## config.mk

```make
export PLATFORM = sky130hd
export DESIGN_NAME = mts_sequencer
export DESIGN_NICKNAME = d
export VERILOG_FILES = /design/src/core/mts_pkg.sv /design/src/core/mts_sequencer.sv
export SDC_FILE = /design/constraint.sdc
export NUM_CORES = 2
export LEC_CHECK = 0
export ABC_AREA = 1
export BUFFER_PORTS_ARGS = -buffer_cell sky130_fd_sc_hd__buf_2
export CORE_MARGIN = 2
export CORE_UTILIZATION = 55
export CTS_CLUSTER_SIZE = 14
export DETAILED_ROUTE_END_ITERATION = 16
export PLACE_DENSITY_LB_ADDON = 0.3
export SLEW_MARGIN = 20
export SYNTH_ARGS = -nofsm -noshare
export SYNTH_HDL_FRONTEND = slang
export SYNTH_SLANG_ARGS = --single-unit
```

## constraint.sdc

```tcl
create_clock -name ref_clk_i -period 5.9 [get_ports ref_clk_i]
set_clock_uncertainty 0.15 [all_clocks]
set_input_delay 0.59 -clock ref_clk_i [delete_from_list [all_inputs] [get_ports ref_clk_i]]
set_output_delay 0.59 -clock ref_clk_i [all_outputs]
set_load 0.02 [all_outputs]
```

## src/core/mts_pkg.sv

```systemverilog
// Shared constants and types of the measurement trigger sequencer.
// Assumes a 25 MHz device clock; programmable times are given in milliseconds, the aperture in clock cycles.
package mts_pkg;
	// Clock rate and millisecond tick
	localparam int unsigned CLK_HZ = 25_000_000;
	localparam int unsigned MS_PER_S = 1000;
	localparam int unsigned TICK_CYCLES = CLK_HZ / MS_PER_S;
	// Widths
	localparam int MS_W = 14;
	localparam int CYC_W = 14;
	localparam int SAMPLE_W = 16;
	localparam int APER_W = 16;
	localparam int PART_W = SAMPLE_W + APER_W + 1;
	localparam int AVG_DEPTH = 16;
	localparam int AVG_W = 5;
	localparam int IDX_W = 4;
	localparam int SUM_W = PART_W + AVG_W;
	// Artificial trigger timeout, 0.1 s to 5.0 s, reset 2.0 s
	localparam logic [MS_W-1:0] ATRIG_TIMEOUT_MIN_MS = 14'h0064;
	localparam logic [MS_W-1:0] ATRIG_TIMEOUT_MAX_MS = 14'h1388;
	localparam logic [MS_W-1:0] ATRIG_TIMEOUT_RST_MS = 14'h07d0;
	// Trigger delay, -5.0 s to 10.0 s, reset 0.0 s
	localparam logic signed [MS_W:0] TRIG_DELAY_MIN_MS = -15'sh1388;
	localparam logic signed [MS_W:0] TRIG_DELAY_MAX_MS = 15'sh2710;
	localparam logic signed [MS_W:0] TRIG_DELAY_RST_MS = 15'sh0000;
	// Dropout time, 0.00 s to 10.00 s, reset 0.00 s
	localparam logic [MS_W-1:0] DROPOUT_MAX_MS = 14'h2710;
	localparam logic [MS_W-1:0] DROPOUT_RST_MS = 14'h0000;
	// Cycle count, 1 to 8192
	localparam logic [CYC_W-1:0] CYCLE_MIN = 14'h0001;
	localparam logic [CYC_W-1:0] CYCLE_MAX = 14'h2000;
	// Settling delay used when auto delay is on
	localparam logic [MS_W-1:0] AUTO_SETTLE_MS = 14'h000a;

	typedef enum logic {
		MTS_TERM_REPEAT,
		MTS_TERM_MOVING
	} mts_term_t;

	typedef enum logic [1:0] {
		MTS_ST_IDLE,
		MTS_ST_WAIT,
		MTS_ST_DELAY,
		MTS_ST_MEAS
	} mts_state_t;

	typedef struct packed {
		mts_term_t result_termination_select;
		logic [AVG_W-1:0] avg_count;
		logic [CYC_W-1:0] cycle_count;
		logic continuous;
		logic sync_hold_enable;
		logic internal_source;
		logic auto_trigger_enable;
		logic [MS_W-1:0] auto_trigger_timeout;
		logic signed [MS_W:0] trigger_delay;
		logic auto_delay_enable;
		logic [MS_W-1:0] retrigger_dropout_time;
		logic [APER_W-1:0] aperture_cycles;
	} mts_cfg_t;

	typedef struct packed {
		logic signed [SUM_W-1:0] sum;
		logic [AVG_W-1:0] count;
		logic settled;
		logic artificial;
	} mts_result_t;
endpackage : mts_pkg

```

## src/core/mts_sequencer.sv

```systemverilog
// Measurement trigger sequencer: trigger states, chopper timing, averaging and result release.
// Assumes configuration is held steady by the host while a measurement runs and that the
// internal level comparator runs on ref_clk_i; the external trigger pin is asynchronous.
//
// Behaviour
// [RULE1] Repeat mode releases one averaged result only after avg_count measurements.
// [RULE2] Moving mode releases a result after every measurement, averaging the latest ones.
// [RULE3] A measurement is a noninverted then an inverted chopper phase, one aperture each.
// [RULE4] With sync hold on, the sync output is high while a measurement cycle runs.
// [RULE5] In moving mode results are flagged settled once avg_count measurements are in.
// [RULE6] The sequencer returns to idle once the cycle count has been performed.
// [RULE7] A single measurement runs the same sequence as continuous, without restart.
// [RULE8] The artificial trigger timeout spans 0.1 s to 5.0 s and acts only with auto trigger.
// [RULE9] With auto trigger on, a missing trigger after the timeout makes an artificial one.
// [RULE10] Measurements started by artificial triggers are tallied since auto trigger was enabled.
// [RULE11] The cycle count spans 1 to 8192 and each result restarts the next cycle internally.
// [RULE12] The trigger delay, -5.0 s to 10.0 s, stands between trigger and integration; the code treats negative delays as zero.
// [RULE13] Auto delay waits a settling time, or the manual delay when that is longer.
// [RULE14] The internal source rearms only after the level stayed low for the dropout time.
// [RULE15] States are idle, waiting for trigger and measuring, idle from reset; the code adds a delay state between waiting and measuring.
// [RULE16] Moving mode keeps a circular history no deeper than avg_count, averaging what exists.
`timescale 1ns/1ns
`default_nettype none
module mts_sequencer import mts_pkg::*; #(
	parameter int unsigned TICK_LEN = TICK_CYCLES
) (
	input wire logic ref_clk_i,
	input wire logic reset_n_i,
	input wire mts_cfg_t cfg_i,
	input wire logic start_single_i,
	input wire logic abort_i,
	input wire logic ext_trigger_i,
	input wire logic level_above_i,
	input wire logic signed [SAMPLE_W-1:0] sample_i,
	output mts_state_t state_o,
	output logic chop_invert_o,
	output logic trigger_sync_o,
	output logic result_valid_o,
	output mts_result_t result_o,
	output logic [CYC_W-1:0] auto_trigger_tally_o
);
	mts_state_t state_r, state_nxt;
	logic [31:0] tick_cnt_r;
	logic tick_r;
	logic ext_s1_r, ext_s2_r, ext_s3_r, ext_lvl_r, ext_evt_r;
	logic lvl_prev_r;
	logic [MS_W-1:0] low_ms_r;
	logic [MS_W-1:0] timer_ms_r;
	logic cont_prev_r, aten_prev_r;
	logic [APER_W-1:0] aper_cnt_r;
	logic phase_r, phase_nxt;
	logic signed [PART_W-1:0] acc_r;
	logic part_done_r;
	logic signed [PART_W-1:0] part_r;
	logic signed [SUM_W-1:0] rep_sum_r, mov_sum_r;
	logic [AVG_W-1:0] rep_n_r, filled_r;
	logic [IDX_W-1:0] wr_idx_r;
	logic signed [PART_W-1:0] hist_r [AVG_DEPTH];
	logic [CYC_W-1:0] cyc_done_r;
	logic busy_r, art_r;
	logic trig_evt, int_evt, art_evt, release_now, restart, cycles_met, start_req;
	logic [AVG_W-1:0] avg_eff;
	logic [CYC_W-1:0] cyc_eff;
	logic [MS_W-1:0] tmo_eff, dly_manual, dly_eff;
	logic [APER_W-1:0] aper_eff;

	// Clamp host settings into their legal ranges
	always_comb begin
		avg_eff = cfg_i.avg_count;
		if (avg_eff == '0)
			avg_eff = AVG_W'(1);
		else if (avg_eff > AVG_W'(AVG_DEPTH))
			avg_eff = AVG_W'(AVG_DEPTH);
		// [RULE11] cycle count range
		cyc_eff = cfg_i.cycle_count;
		if (cyc_eff < CYCLE_MIN)
			cyc_eff = CYCLE_MIN;
		else if (cyc_eff > CYCLE_MAX)
			cyc_eff = CYCLE_MAX;
		// [RULE8] timeout range
		tmo_eff = cfg_i.auto_trigger_timeout;
		if (tmo_eff < ATRIG_TIMEOUT_MIN_MS)
			tmo_eff = ATRIG_TIMEOUT_MIN_MS;
		else if (tmo_eff > ATRIG_TIMEOUT_MAX_MS)
			tmo_eff = ATRIG_TIMEOUT_MAX_MS;
		// [RULE12] delay range; a negative delay cannot reach back, so it acts as zero
		if (cfg_i.trigger_delay <= 15'sh0000)
			dly_manual = '0;
		else if (cfg_i.trigger_delay > TRIG_DELAY_MAX_MS)
			dly_manual = TRIG_DELAY_MAX_MS[MS_W-1:0];
		else
			dly_manual = cfg_i.trigger_delay[MS_W-1:0];
		// [RULE13] longer of settle and manual delay
		dly_eff = dly_manual;
		if (cfg_i.auto_delay_enable && AUTO_SETTLE_MS > dly_manual)
			dly_eff = AUTO_SETTLE_MS;
		aper_eff = (cfg_i.aperture_cycles == '0) ? APER_W'(1) : cfg_i.aperture_cycles;
	end

	// Millisecond tick; long count kept as a parameter so simulation can shorten it
	always_ff @(posedge ref_clk_i or negedge reset_n_i) begin
		if (!reset_n_i) begin
			tick_cnt_r <= 32'h0000_0000;
			tick_r <= 1'b0;
		end else if (tick_cnt_r >= TICK_LEN - 1) begin
			tick_cnt_r <= 32'h0000_0000;
			tick_r <= 1'b1;
		end else begin
			tick_cnt_r <= tick_cnt_r + 32'h0000_0001;
			tick_r <= 1'b0;
		end
	end

	// External pin: three stages, a change counts once stages two and three agree
	always_ff @(posedge ref_clk_i or negedge reset_n_i) begin
		if (!reset_n_i) begin
			ext_s1_r <= 1'b0;
			ext_s2_r <= 1'b0;
			ext_s3_r <= 1'b0;
			ext_lvl_r <= 1'b0;
			ext_evt_r <= 1'b0;
		end else begin
			ext_s1_r <= ext_trigger_i;
			ext_s2_r <= ext_s1_r;
			ext_s3_r <= ext_s2_r;
			ext_evt_r <= 1'b0;
			if (ext_s2_r == ext_s3_r) begin
				ext_lvl_r <= ext_s3_r;
				ext_evt_r <= ext_s3_r & ~ext_lvl_r;
			end
		end
	end

	// [RULE14] dropout rearm: count time spent below threshold, restart on every crossing
	always_ff @(posedge ref_clk_i or negedge reset_n_i) begin
		if (!reset_n_i) begin
			lvl_prev_r <= 1'b0;
			low_ms_r <= DROPOUT_RST_MS;
		end else begin
			lvl_prev_r <= level_above_i;
			if (level_above_i)
				low_ms_r <= '0;
			else if (tick_r && low_ms_r != {MS_W{1'b1}})
				low_ms_r <= low_ms_r + MS_W'(1);
		end
	end

	assign int_evt = level_above_i & ~lvl_prev_r &
		(low_ms_r >= ((cfg_i.retrigger_dropout_time > DROPOUT_MAX_MS) ?
		DROPOUT_MAX_MS : cfg_i.retrigger_dropout_time));
	assign trig_evt = cfg_i.internal_source ? int_evt : ext_evt_r;
	// [RULE9] artificial trigger after the timeout with no real event
	assign art_evt = cfg_i.auto_trigger_enable && !trig_evt && timer_ms_r >= tmo_eff;
	assign start_req = start_single_i | (cfg_i.continuous & ~cont_prev_r);
	assign cycles_met = (cyc_done_r + CYC_W'(1)) >= cyc_eff;

	// Release decision at the end of each measurement
	always_comb begin
		release_now = 1'b0;
		if (part_done_r) begin
			if (cfg_i.result_termination_select == MTS_TERM_MOVING)
				release_now = 1'b1;
			else
				release_now = (rep_n_r + AVG_W'(1)) >= avg_eff;
		end
	end
	// [RULE11] internal restart until the cycle count is done
	// [RULE7] single runs stop at the count, continuous runs go on
	assign restart = !release_now || cfg_i.continuous || !cycles_met;

	// [RULE15] trigger state machine
	always_comb begin
		state_nxt = state_r;
		unique case (state_r)
			MTS_ST_IDLE: begin
				if (start_req)
					state_nxt = MTS_ST_WAIT;
			end
			MTS_ST_WAIT: begin
				if (trig_evt || art_evt)
					state_nxt = MTS_ST_DELAY;
			end
			MTS_ST_DELAY: begin
				// [RULE12] integration starts after the delay
				if (timer_ms_r >= dly_eff)
					state_nxt = MTS_ST_MEAS;
			end
			MTS_ST_MEAS: begin
				// [RULE6] back to idle when the count is reached, unless continuous
				if (part_done_r)
					state_nxt = restart ? MTS_ST_WAIT : MTS_ST_IDLE;
			end
		endcase
		if (cont_prev_r && !cfg_i.continuous)
			state_nxt = MTS_ST_IDLE;
		else if (abort_i && state_r != MTS_ST_IDLE)
			state_nxt = cfg_i.continuous ? MTS_ST_WAIT : MTS_ST_IDLE;
	end

	// State, millisecond timer and mode edges
	always_ff @(posedge ref_clk_i or negedge reset_n_i) begin
		if (!reset_n_i) begin
			state_r <= MTS_ST_IDLE;
			timer_ms_r <= '0;
			cont_prev_r <= 1'b0;
			aten_prev_r <= 1'b0;
		end else begin
			state_r <= state_nxt;
			cont_prev_r <= cfg_i.continuous;
			aten_prev_r <= cfg_i.auto_trigger_enable;
			if (state_nxt != state_r)
				timer_ms_r <= '0;
			else if (tick_r && timer_ms_r != {MS_W{1'b1}})
				timer_ms_r <= timer_ms_r + MS_W'(1);
		end
	end

	// [RULE3] next chopper phase; the pin registers it so it matches the integrator phase and every sample carries its sign
	assign phase_nxt = (state_r == MTS_ST_MEAS && !part_done_r && !abort_i) ?
		(phase_r ^ (aper_cnt_r + APER_W'(1) >= aper_eff)) : 1'b0;

	// [RULE3] two chopper phases of one aperture each; the inverted phase is subtracted
	always_ff @(posedge ref_clk_i or negedge reset_n_i) begin
		if (!reset_n_i) begin
			aper_cnt_r <= '0;
			phase_r <= 1'b0;
			acc_r <= '0;
			part_done_r <= 1'b0;
			part_r <= '0;
		end else begin
			part_done_r <= 1'b0;
			if (state_r != MTS_ST_MEAS || part_done_r || abort_i) begin
				aper_cnt_r <= '0;
				phase_r <= 1'b0;
				acc_r <= '0;
			end else if (phase_r)
				acc_r <= acc_r - PART_W'(sample_i);
			else
				acc_r <= acc_r + PART_W'(sample_i);
			if (state_r == MTS_ST_MEAS && !part_done_r && !abort_i) begin
				if (aper_cnt_r + APER_W'(1) >= aper_eff) begin
					aper_cnt_r <= '0;
					phase_r <= ~phase_r;
					if (phase_r) begin
						part_done_r <= 1'b1;
						part_r <= acc_r - PART_W'(sample_i);
					end
				end else
					aper_cnt_r <= aper_cnt_r + APER_W'(1);
			end
		end
	end

	// [RULE1] repeat-mode accumulator, emptied at each release or new start
	always_ff @(posedge ref_clk_i or negedge reset_n_i) begin
		if (!reset_n_i) begin
			rep_sum_r <= '0;
			rep_n_r <= '0;
		end else if (start_req && state_r == MTS_ST_IDLE || release_now || abort_i) begin
			rep_sum_r <= '0;
			rep_n_r <= '0;
		end else if (part_done_r) begin
			rep_sum_r <= rep_sum_r + SUM_W'(part_r);
			rep_n_r <= rep_n_r + AVG_W'(1);
		end
	end

	// [RULE16] circular history in moving mode, depth set by avg_count
	always_ff @(posedge ref_clk_i or negedge reset_n_i) begin
		if (!reset_n_i) begin
			mov_sum_r <= '0;
			filled_r <= '0;
			wr_idx_r <= '0;
		end else if (start_req && state_r == MTS_ST_IDLE) begin
			mov_sum_r <= '0;
			filled_r <= '0;
			wr_idx_r <= '0;
		end else if (part_done_r && cfg_i.result_termination_select == MTS_TERM_MOVING) begin
			// [RULE2] drop the oldest once full, otherwise average what is there
			if (filled_r >= avg_eff)
				mov_sum_r <= mov_sum_r + SUM_W'(part_r) - SUM_W'(hist_r[wr_idx_r]);
			else begin
				mov_sum_r <= mov_sum_r + SUM_W'(part_r);
				filled_r <= filled_r + AVG_W'(1);
			end
			wr_idx_r <= ({1'b0, wr_idx_r} + AVG_W'(1) >= avg_eff) ? '0 : wr_idx_r + IDX_W'(1);
		end
	end

	// History storage, one entry per slot
	generate
		for (genvar i = 0; i < AVG_DEPTH; i++) begin : g_hist
			always_ff @(posedge ref_clk_i or negedge reset_n_i) begin
				if (!reset_n_i)
					hist_r[i] <= '0;
				else if (part_done_r && wr_idx_r == IDX_W'(i))
					hist_r[i] <= part_r;
			end
		end
	endgenerate

	// Result register: sum and its count, the host divides
	always_ff @(posedge ref_clk_i or negedge reset_n_i) begin
		if (!reset_n_i) begin
			result_valid_o <= 1'b0;
			result_o <= '0;
		end else begin
			result_valid_o <= release_now;
			if (release_now && cfg_i.result_termination_select == MTS_TERM_MOVING) begin
				// [RULE5] settled once the history holds avg_count entries
				if (filled_r >= avg_eff) begin
					result_o.sum <= mov_sum_r + SUM_W'(part_r) - SUM_W'(hist_r[wr_idx_r]);
					result_o.count <= avg_eff;
					result_o.settled <= 1'b1;
				end else begin
					result_o.sum <= mov_sum_r + SUM_W'(part_r);
					result_o.count <= filled_r + AVG_W'(1);
					result_o.settled <= (filled_r + AVG_W'(1)) >= avg_eff;
				end
				result_o.artificial <= art_r;
			end else if (release_now) begin
				result_o.sum <= rep_sum_r + SUM_W'(part_r);
				result_o.count <= avg_eff;
				result_o.settled <= 1'b1;
				result_o.artificial <= art_r;
			end
		end
	end

	// Cycle counter, cycle-busy flag and artificial-start flag
	always_ff @(posedge ref_clk_i or negedge reset_n_i) begin
		if (!reset_n_i) begin
			cyc_done_r <= '0;
			busy_r <= 1'b0;
			art_r <= 1'b0;
		end else begin
			if (state_r == MTS_ST_IDLE)
				cyc_done_r <= '0;
			else if (release_now)
				cyc_done_r <= cyc_done_r + CYC_W'(1);
			if (state_nxt == MTS_ST_IDLE || release_now)
				busy_r <= 1'b0;
			else if (state_r == MTS_ST_WAIT && state_nxt == MTS_ST_DELAY)
				busy_r <= 1'b1;
			if (state_r == MTS_ST_WAIT && state_nxt == MTS_ST_DELAY)
				art_r <= art_evt;
		end
	end

	// [RULE10] artificial-start tally, cleared when auto trigger is switched on
	always_ff @(posedge ref_clk_i or negedge reset_n_i) begin
		if (!reset_n_i)
			auto_trigger_tally_o <= '0;
		else if (cfg_i.auto_trigger_enable && !aten_prev_r)
			auto_trigger_tally_o <= '0;
		else if (state_r == MTS_ST_WAIT && state_nxt == MTS_ST_DELAY && art_evt &&
			auto_trigger_tally_o != {CYC_W{1'b1}})
			auto_trigger_tally_o <= auto_trigger_tally_o + CYC_W'(1);
	end

	// Registered pin outputs; sync lags the cycle flag by one clock
	always_ff @(posedge ref_clk_i or negedge reset_n_i) begin
		if (!reset_n_i) begin
			state_o <= MTS_ST_IDLE;
			chop_invert_o <= 1'b0;
			trigger_sync_o <= 1'b0;
		end else begin
			state_o <= state_r;
			// [RULE3] chop pin aligned with phase
			chop_invert_o <= phase_nxt;
			// [RULE4] sync high through the cycle
			trigger_sync_o <= cfg_i.sync_hold_enable & busy_r;
		end
	end
endmodule : mts_sequencer
`default_nettype wire

```

==> impl_metrics.sql <==
INSERT INTO impl_metrics (metric_group, metric, value, unit) VALUES
('outcome', 'run_status', 'complete, no violations', ''),
('routing', 'dr.pass1.iters', '6', ''),
('power', 'worst_ir_drop_vdd', '0.251', 'mV'),
('finish', 'flow.area_growth_from_synthesis', '10.2', '%'),
('die', 'die_width', '312', 'µm'),
('die', 'dieArea', '97200', 'µm²'),
('sta', 'hold_viol', '0', ''),
('clock_network', 'cts-htree-levels', '3', ''),
('yosys', 'synth_top_cells_by_area', 'sky130_fd_sc_hd__dfrtp_1 (41%), sky130_fd_sc_hd__nand2_1 (11%), sky130_fd_sc_hd__o21ai_0 (9.2%), sky130_fd_sc_hd__ha_1 (6.7%), sky130_fd_sc_hd__nor2_1 (5.3%)', ''),
('worst_setup_path', 'capture_point_of_the_critical_path', 'result_o[41]', ''),
('yosys', 'synth_top_area_cell', 'sky130_fd_sc_hd__dfrtp_1', ''),
('yosys', 'synthMostInstantiatedCell', 'sky130_fd_sc_hd__nand2_1', ''),
('worst_setup_path', 'cp.required', '6.32', 'ns'),
('clock_network', 'num_clock_sinks', '853', ''),
('worst_setup_path', 'reg2reg_slack', '0.34', 'ns'),
('yosys', 'count_of_flip_flops_with_a_built_in_enable_after_synthesis', '0', ''),
('sta', 'period_share', '94.3', '%'),
('finish', 'antenna-diode-count', '0', ''),
('sta', 'grt_setup_unrepaired', 'no', ''),
('worst_setup_path', 'timing.rr.start', 'part_r[0]', ''),
('yosys', 'ys.flop_type', 'sky130_fd_sc_hd__dfrtp_1', ''),
('worst_setup_path', 'reg_to_reg_endpoint', 'result_o[41]', ''),
('yosys', 'sequential_area_share_after_synthesis', '41.0', '%'),
('worst_setup_path', 'critical_path_arrival', '5.98', 'ns'),
('yosys', 'avgSynthCellArea', '7.44', 'µm²'),
('finish', 'post_route_cells_drive_above_1_share', '7.92', '%'),
('job', 'drv.max_cap_violation_count', '0', ''),
('worst_setup_path', 'critical_path_class', 'register to register', ''),
('clock_network', 'cts-buffers-inserted', '92', ''),
('clock_network', 'clkSlewWorstSetupHoldPaths', '0.06', 'ns'),
('routing', 'drc', '0', ''),
('yosys', 'gate_count_of_the_mapped_netlist', '7000', ''),
('power', 'power.density_cell_area', '222', 'nW/µm²'),
('clock_network', 'cts_tree', 'built', ''),
('routing', 'detail-route-antenna-nets', '0', ''),
('sta', 'final_period_demand_of_the_worst_path', '5.56', 'ns'),
('finish', 'finish.instance_area', '57400', 'µm²'),
('routing', 'vias_per_cell', '5.89', ''),
('routing', 'wire_per_inst', '20.6', 'µm'),
('clock_network', 'clock_tree.root_cell', 'sky130_fd_sc_hd__clkbuf_16', ''),
('yosys', 'synth.cells.most_frequent', 'sky130_fd_sc_hd__nand2_1 (1,549), sky130_fd_sc_hd__o21ai_0 (955), sky130_fd_sc_hd__dfrtp_1 (853)', ''),
('die', 'die_h', '312', 'µm'),
('global_route', 'grt_first_pass_wirelength', '268000', 'µm'),
('worst_setup_path', 'worstSetupStartpoint', 'part_r[0]', ''),
('place', 'hpwlAfterDp', '122000', 'µm'),
('die', 'placement_rows', '112', ''),
('routing', 'vias', '49283', ''),
('finish', 'final_net_count', '7428', ''),
('sta', 'timing_worst_slew_pin_value', '0.954', 'ns'),
('place', 'place.port_buffers', '169', ''),
('min_path', 'hp-class', 'input port to register', ''),
('worst_setup_path', 'setup.worst_path.end_class', 'register', ''),
('sta', 'setup_viol_count_final', '0', ''),
('sta', 'least_setup_slack_across_all_paths_after_layout', '0.337', 'ns'),
('yosys', 'syn-cell-area', '52100', 'µm²'),
('place', 'post-place-ws', '0.588', 'ns'),
('global_route', 'pin_count_of_the_biggest_net_entering_global_routing', '151', ''),
('routing', 'dr.first_iter.drc_count', '5375', ''),
('min_path', 'whs_path_depth', '3', ''),
('yosys', 'synth_warnings', '0', ''),
('clock_network', 'clk_latency', '0.71', 'ns'),
('place', 'final_weighted_congestion_in_routability_driven_placement', '1.05', ''),
('yosys', 'synth.distinct_cells', '74', ''),
('global_route', 'first_global_vias', '46529', ''),
('yosys', 'yosysTopAreaCellShare', '41.0', '%'),
('global_route', 'globalRoute.totalOverflow', '0', ''),
('worst_setup_path', 'setup.worst_path.start_class', 'register', ''),
('die', 'coreArea', '93600', 'µm²'),
('yosys', 'postSynth.asyncResetShare', '100', '%'),
('sta', 'timing.max_slew.rel_slack', '36.4', '%'),
('sta', 'maxSlewViolCount', '0', '');
[power breakdown]
| part | total (mW) | switching [mW] | internal, mW |
|---|---|---|---|
| clock | 6.24 | 2.64 | 3.61 |
| sequential | 5.90 | 0.0220 | 5.88 |
| combinational | 0.604 | 0.445 | 0.159 |
[cell families (layout without fill, tap and decap cells)]
| kind of cell | count (synthesis) | count (layout) | share of synthesized area, % |
|---|---|---|---|
| DFF | 853 | 853 | 41.0 |
| AOI/OAI and AO/OA | 1824 | 1824 | 19.1 |
| adders and majority gates | 287 | 287 | 6.96 |
| buffers and inverters | 1058 | 1152 | 7.98 |
| xor gates and xnor gates | 126 | 126 | 2.13 |
| other | 2 | 18 | 0.0144 |
| and+or+nand+nor | 2850 | 2850 | 22.8 |
[worst max-delay path, cell delays in order (launching register included)]
cell and delay (ns):
sky130_fd_sc_hd__dfrtp_1 0.48, sky130_fd_sc_hd__ha_1 0.27, sky130_fd_sc_hd__fa_1 0.51, sky130_fd_sc_hd__nand3_1 0.13, sky130_fd_sc_hd__nand2_1 0.21, sky130_fd_sc_hd__nand2_1 0.14
sky130_fd_sc_hd__nand2_2 0.13, sky130_fd_sc_hd__a21oi_2 0.31, sky130_fd_sc_hd__o21ai_1 0.14, sky130_fd_sc_hd__xnor2_1 0.28, sky130_fd_sc_hd__inv_1 0.09, sky130_fd_sc_hd__ha_1 0.37
sky130_fd_sc_hd__nand2_1 0.13, sky130_fd_sc_hd__nor2_1 0.22, sky130_fd_sc_hd__inv_1 0.12, sky130_fd_sc_hd__nor4_1 0.66, sky130_fd_sc_hd__nand3_1 0.46, sky130_fd_sc_hd__nand3_1 0.17
sky130_fd_sc_hd__nand2_1 0.06, sky130_fd_sc_hd__nand3_1 0.16, sky130_fd_sc_hd__nand3_1 0.11, sky130_fd_sc_hd__nand2_1 0.07, sky130_fd_sc_hd__nand2_1 0.05
[sequential cells by signal, indices dropped and copies added (netlist names), 2 cells and up]
name and count:
cyc_done_r 14, part_r 33, aper_cnt_r 16, wr_idx_r 4, tick_cnt_r 32, state_r 2, low_ms_r 14, state_o 2
rep_n_r 5, hist_r 528, timer_ms_r 14, rep_sum_r 38, acc_r 33, auto_trigger_tally_o 14, mov_sum_r 38, result_o 45
filled_r 5
[timing repair]
action / 4_1_cts / 5_1_grt
endpoints found under the hold margin: 100 / 0
gates resized for setup: 0 / 0
hold buffers: 6 / 0
buffers inserted: 0 / 0
[layout by cell type (no fill, tap or decap), types with 121 or more instances in the layout]
| master | count |
|---|---|
| sky130_fd_sc_hd__nand2_1 | 1535 |
| sky130_fd_sc_hd__ha_1 | 281 |
| sky130_fd_sc_hd__a21oi_1 | 486 |
| sky130_fd_sc_hd__nand3_1 | 293 |
| sky130_fd_sc_hd__inv_1 | 705 |
| sky130_fd_sc_hd__o21ai_0 | 955 |
| sky130_fd_sc_hd__o22ai_1 | 121 |
| sky130_fd_sc_hd__buf_2 | 168 |
| sky130_fd_sc_hd__dfrtp_1 | 851 |
| sky130_fd_sc_hd__nor2_1 | 725 |
[through the flow]
step / power [mW] / hold WS (ns) / utilization (%) / std cells
finish: 12.7 / 0.0664 / 61.3 / 8364
global route: 13.1 / 0.0597 / 61.3 / 8364
CTS: 12.8 / 0.0316 / 61.3 / 8364
detailed placement: 6.60 / 0.190 / 57.8 / 8190
global placement: 6.58 / 0.189 / 57.8 / 8190
floorplan: 6.31 / 0.144 / - / 7016
[per-layer routing]
layer	share of wire [%]	global-route usage [%]	wire [µm]	vias up
met3	8.9	5.82	15300	390
met4	4.7	14.9	8010	2
met2	44	53.9	76000	2257
met5	0.0058	0	10	-
met1	42	49.0	72700	23366
li1	-	-	-	23268
[final cells by class]
class	count	area, µm²	share of cell area, %
Multi-Input combinational cell	5105	26800	46.6
Inverter	725	2730	4.76
Timing Repair Buffer	259	1730	3.02
Clock inverter	47	683	1.19
Clock buffer	121	2580	4.50
Sequential cell	853	21400	37.2
Tap cell	1254	1570	2.73
[worst min path at each step]
stage                    from     endpoint  slack [ns]
finish              cfg_i[81]  result_o[5]        0.07
floorplan           reset_n_i     acc_r[0]        0.14
global placement     ext_s1_r     ext_s2_r        0.19
global route        cfg_i[81]  result_o[5]        0.06
detailed placement   ext_s1_r     ext_s2_r        0.19
CTS                 cfg_i[81]  result_o[5]        0.03
No activity file was read; power rests on OpenSTA's default activity.
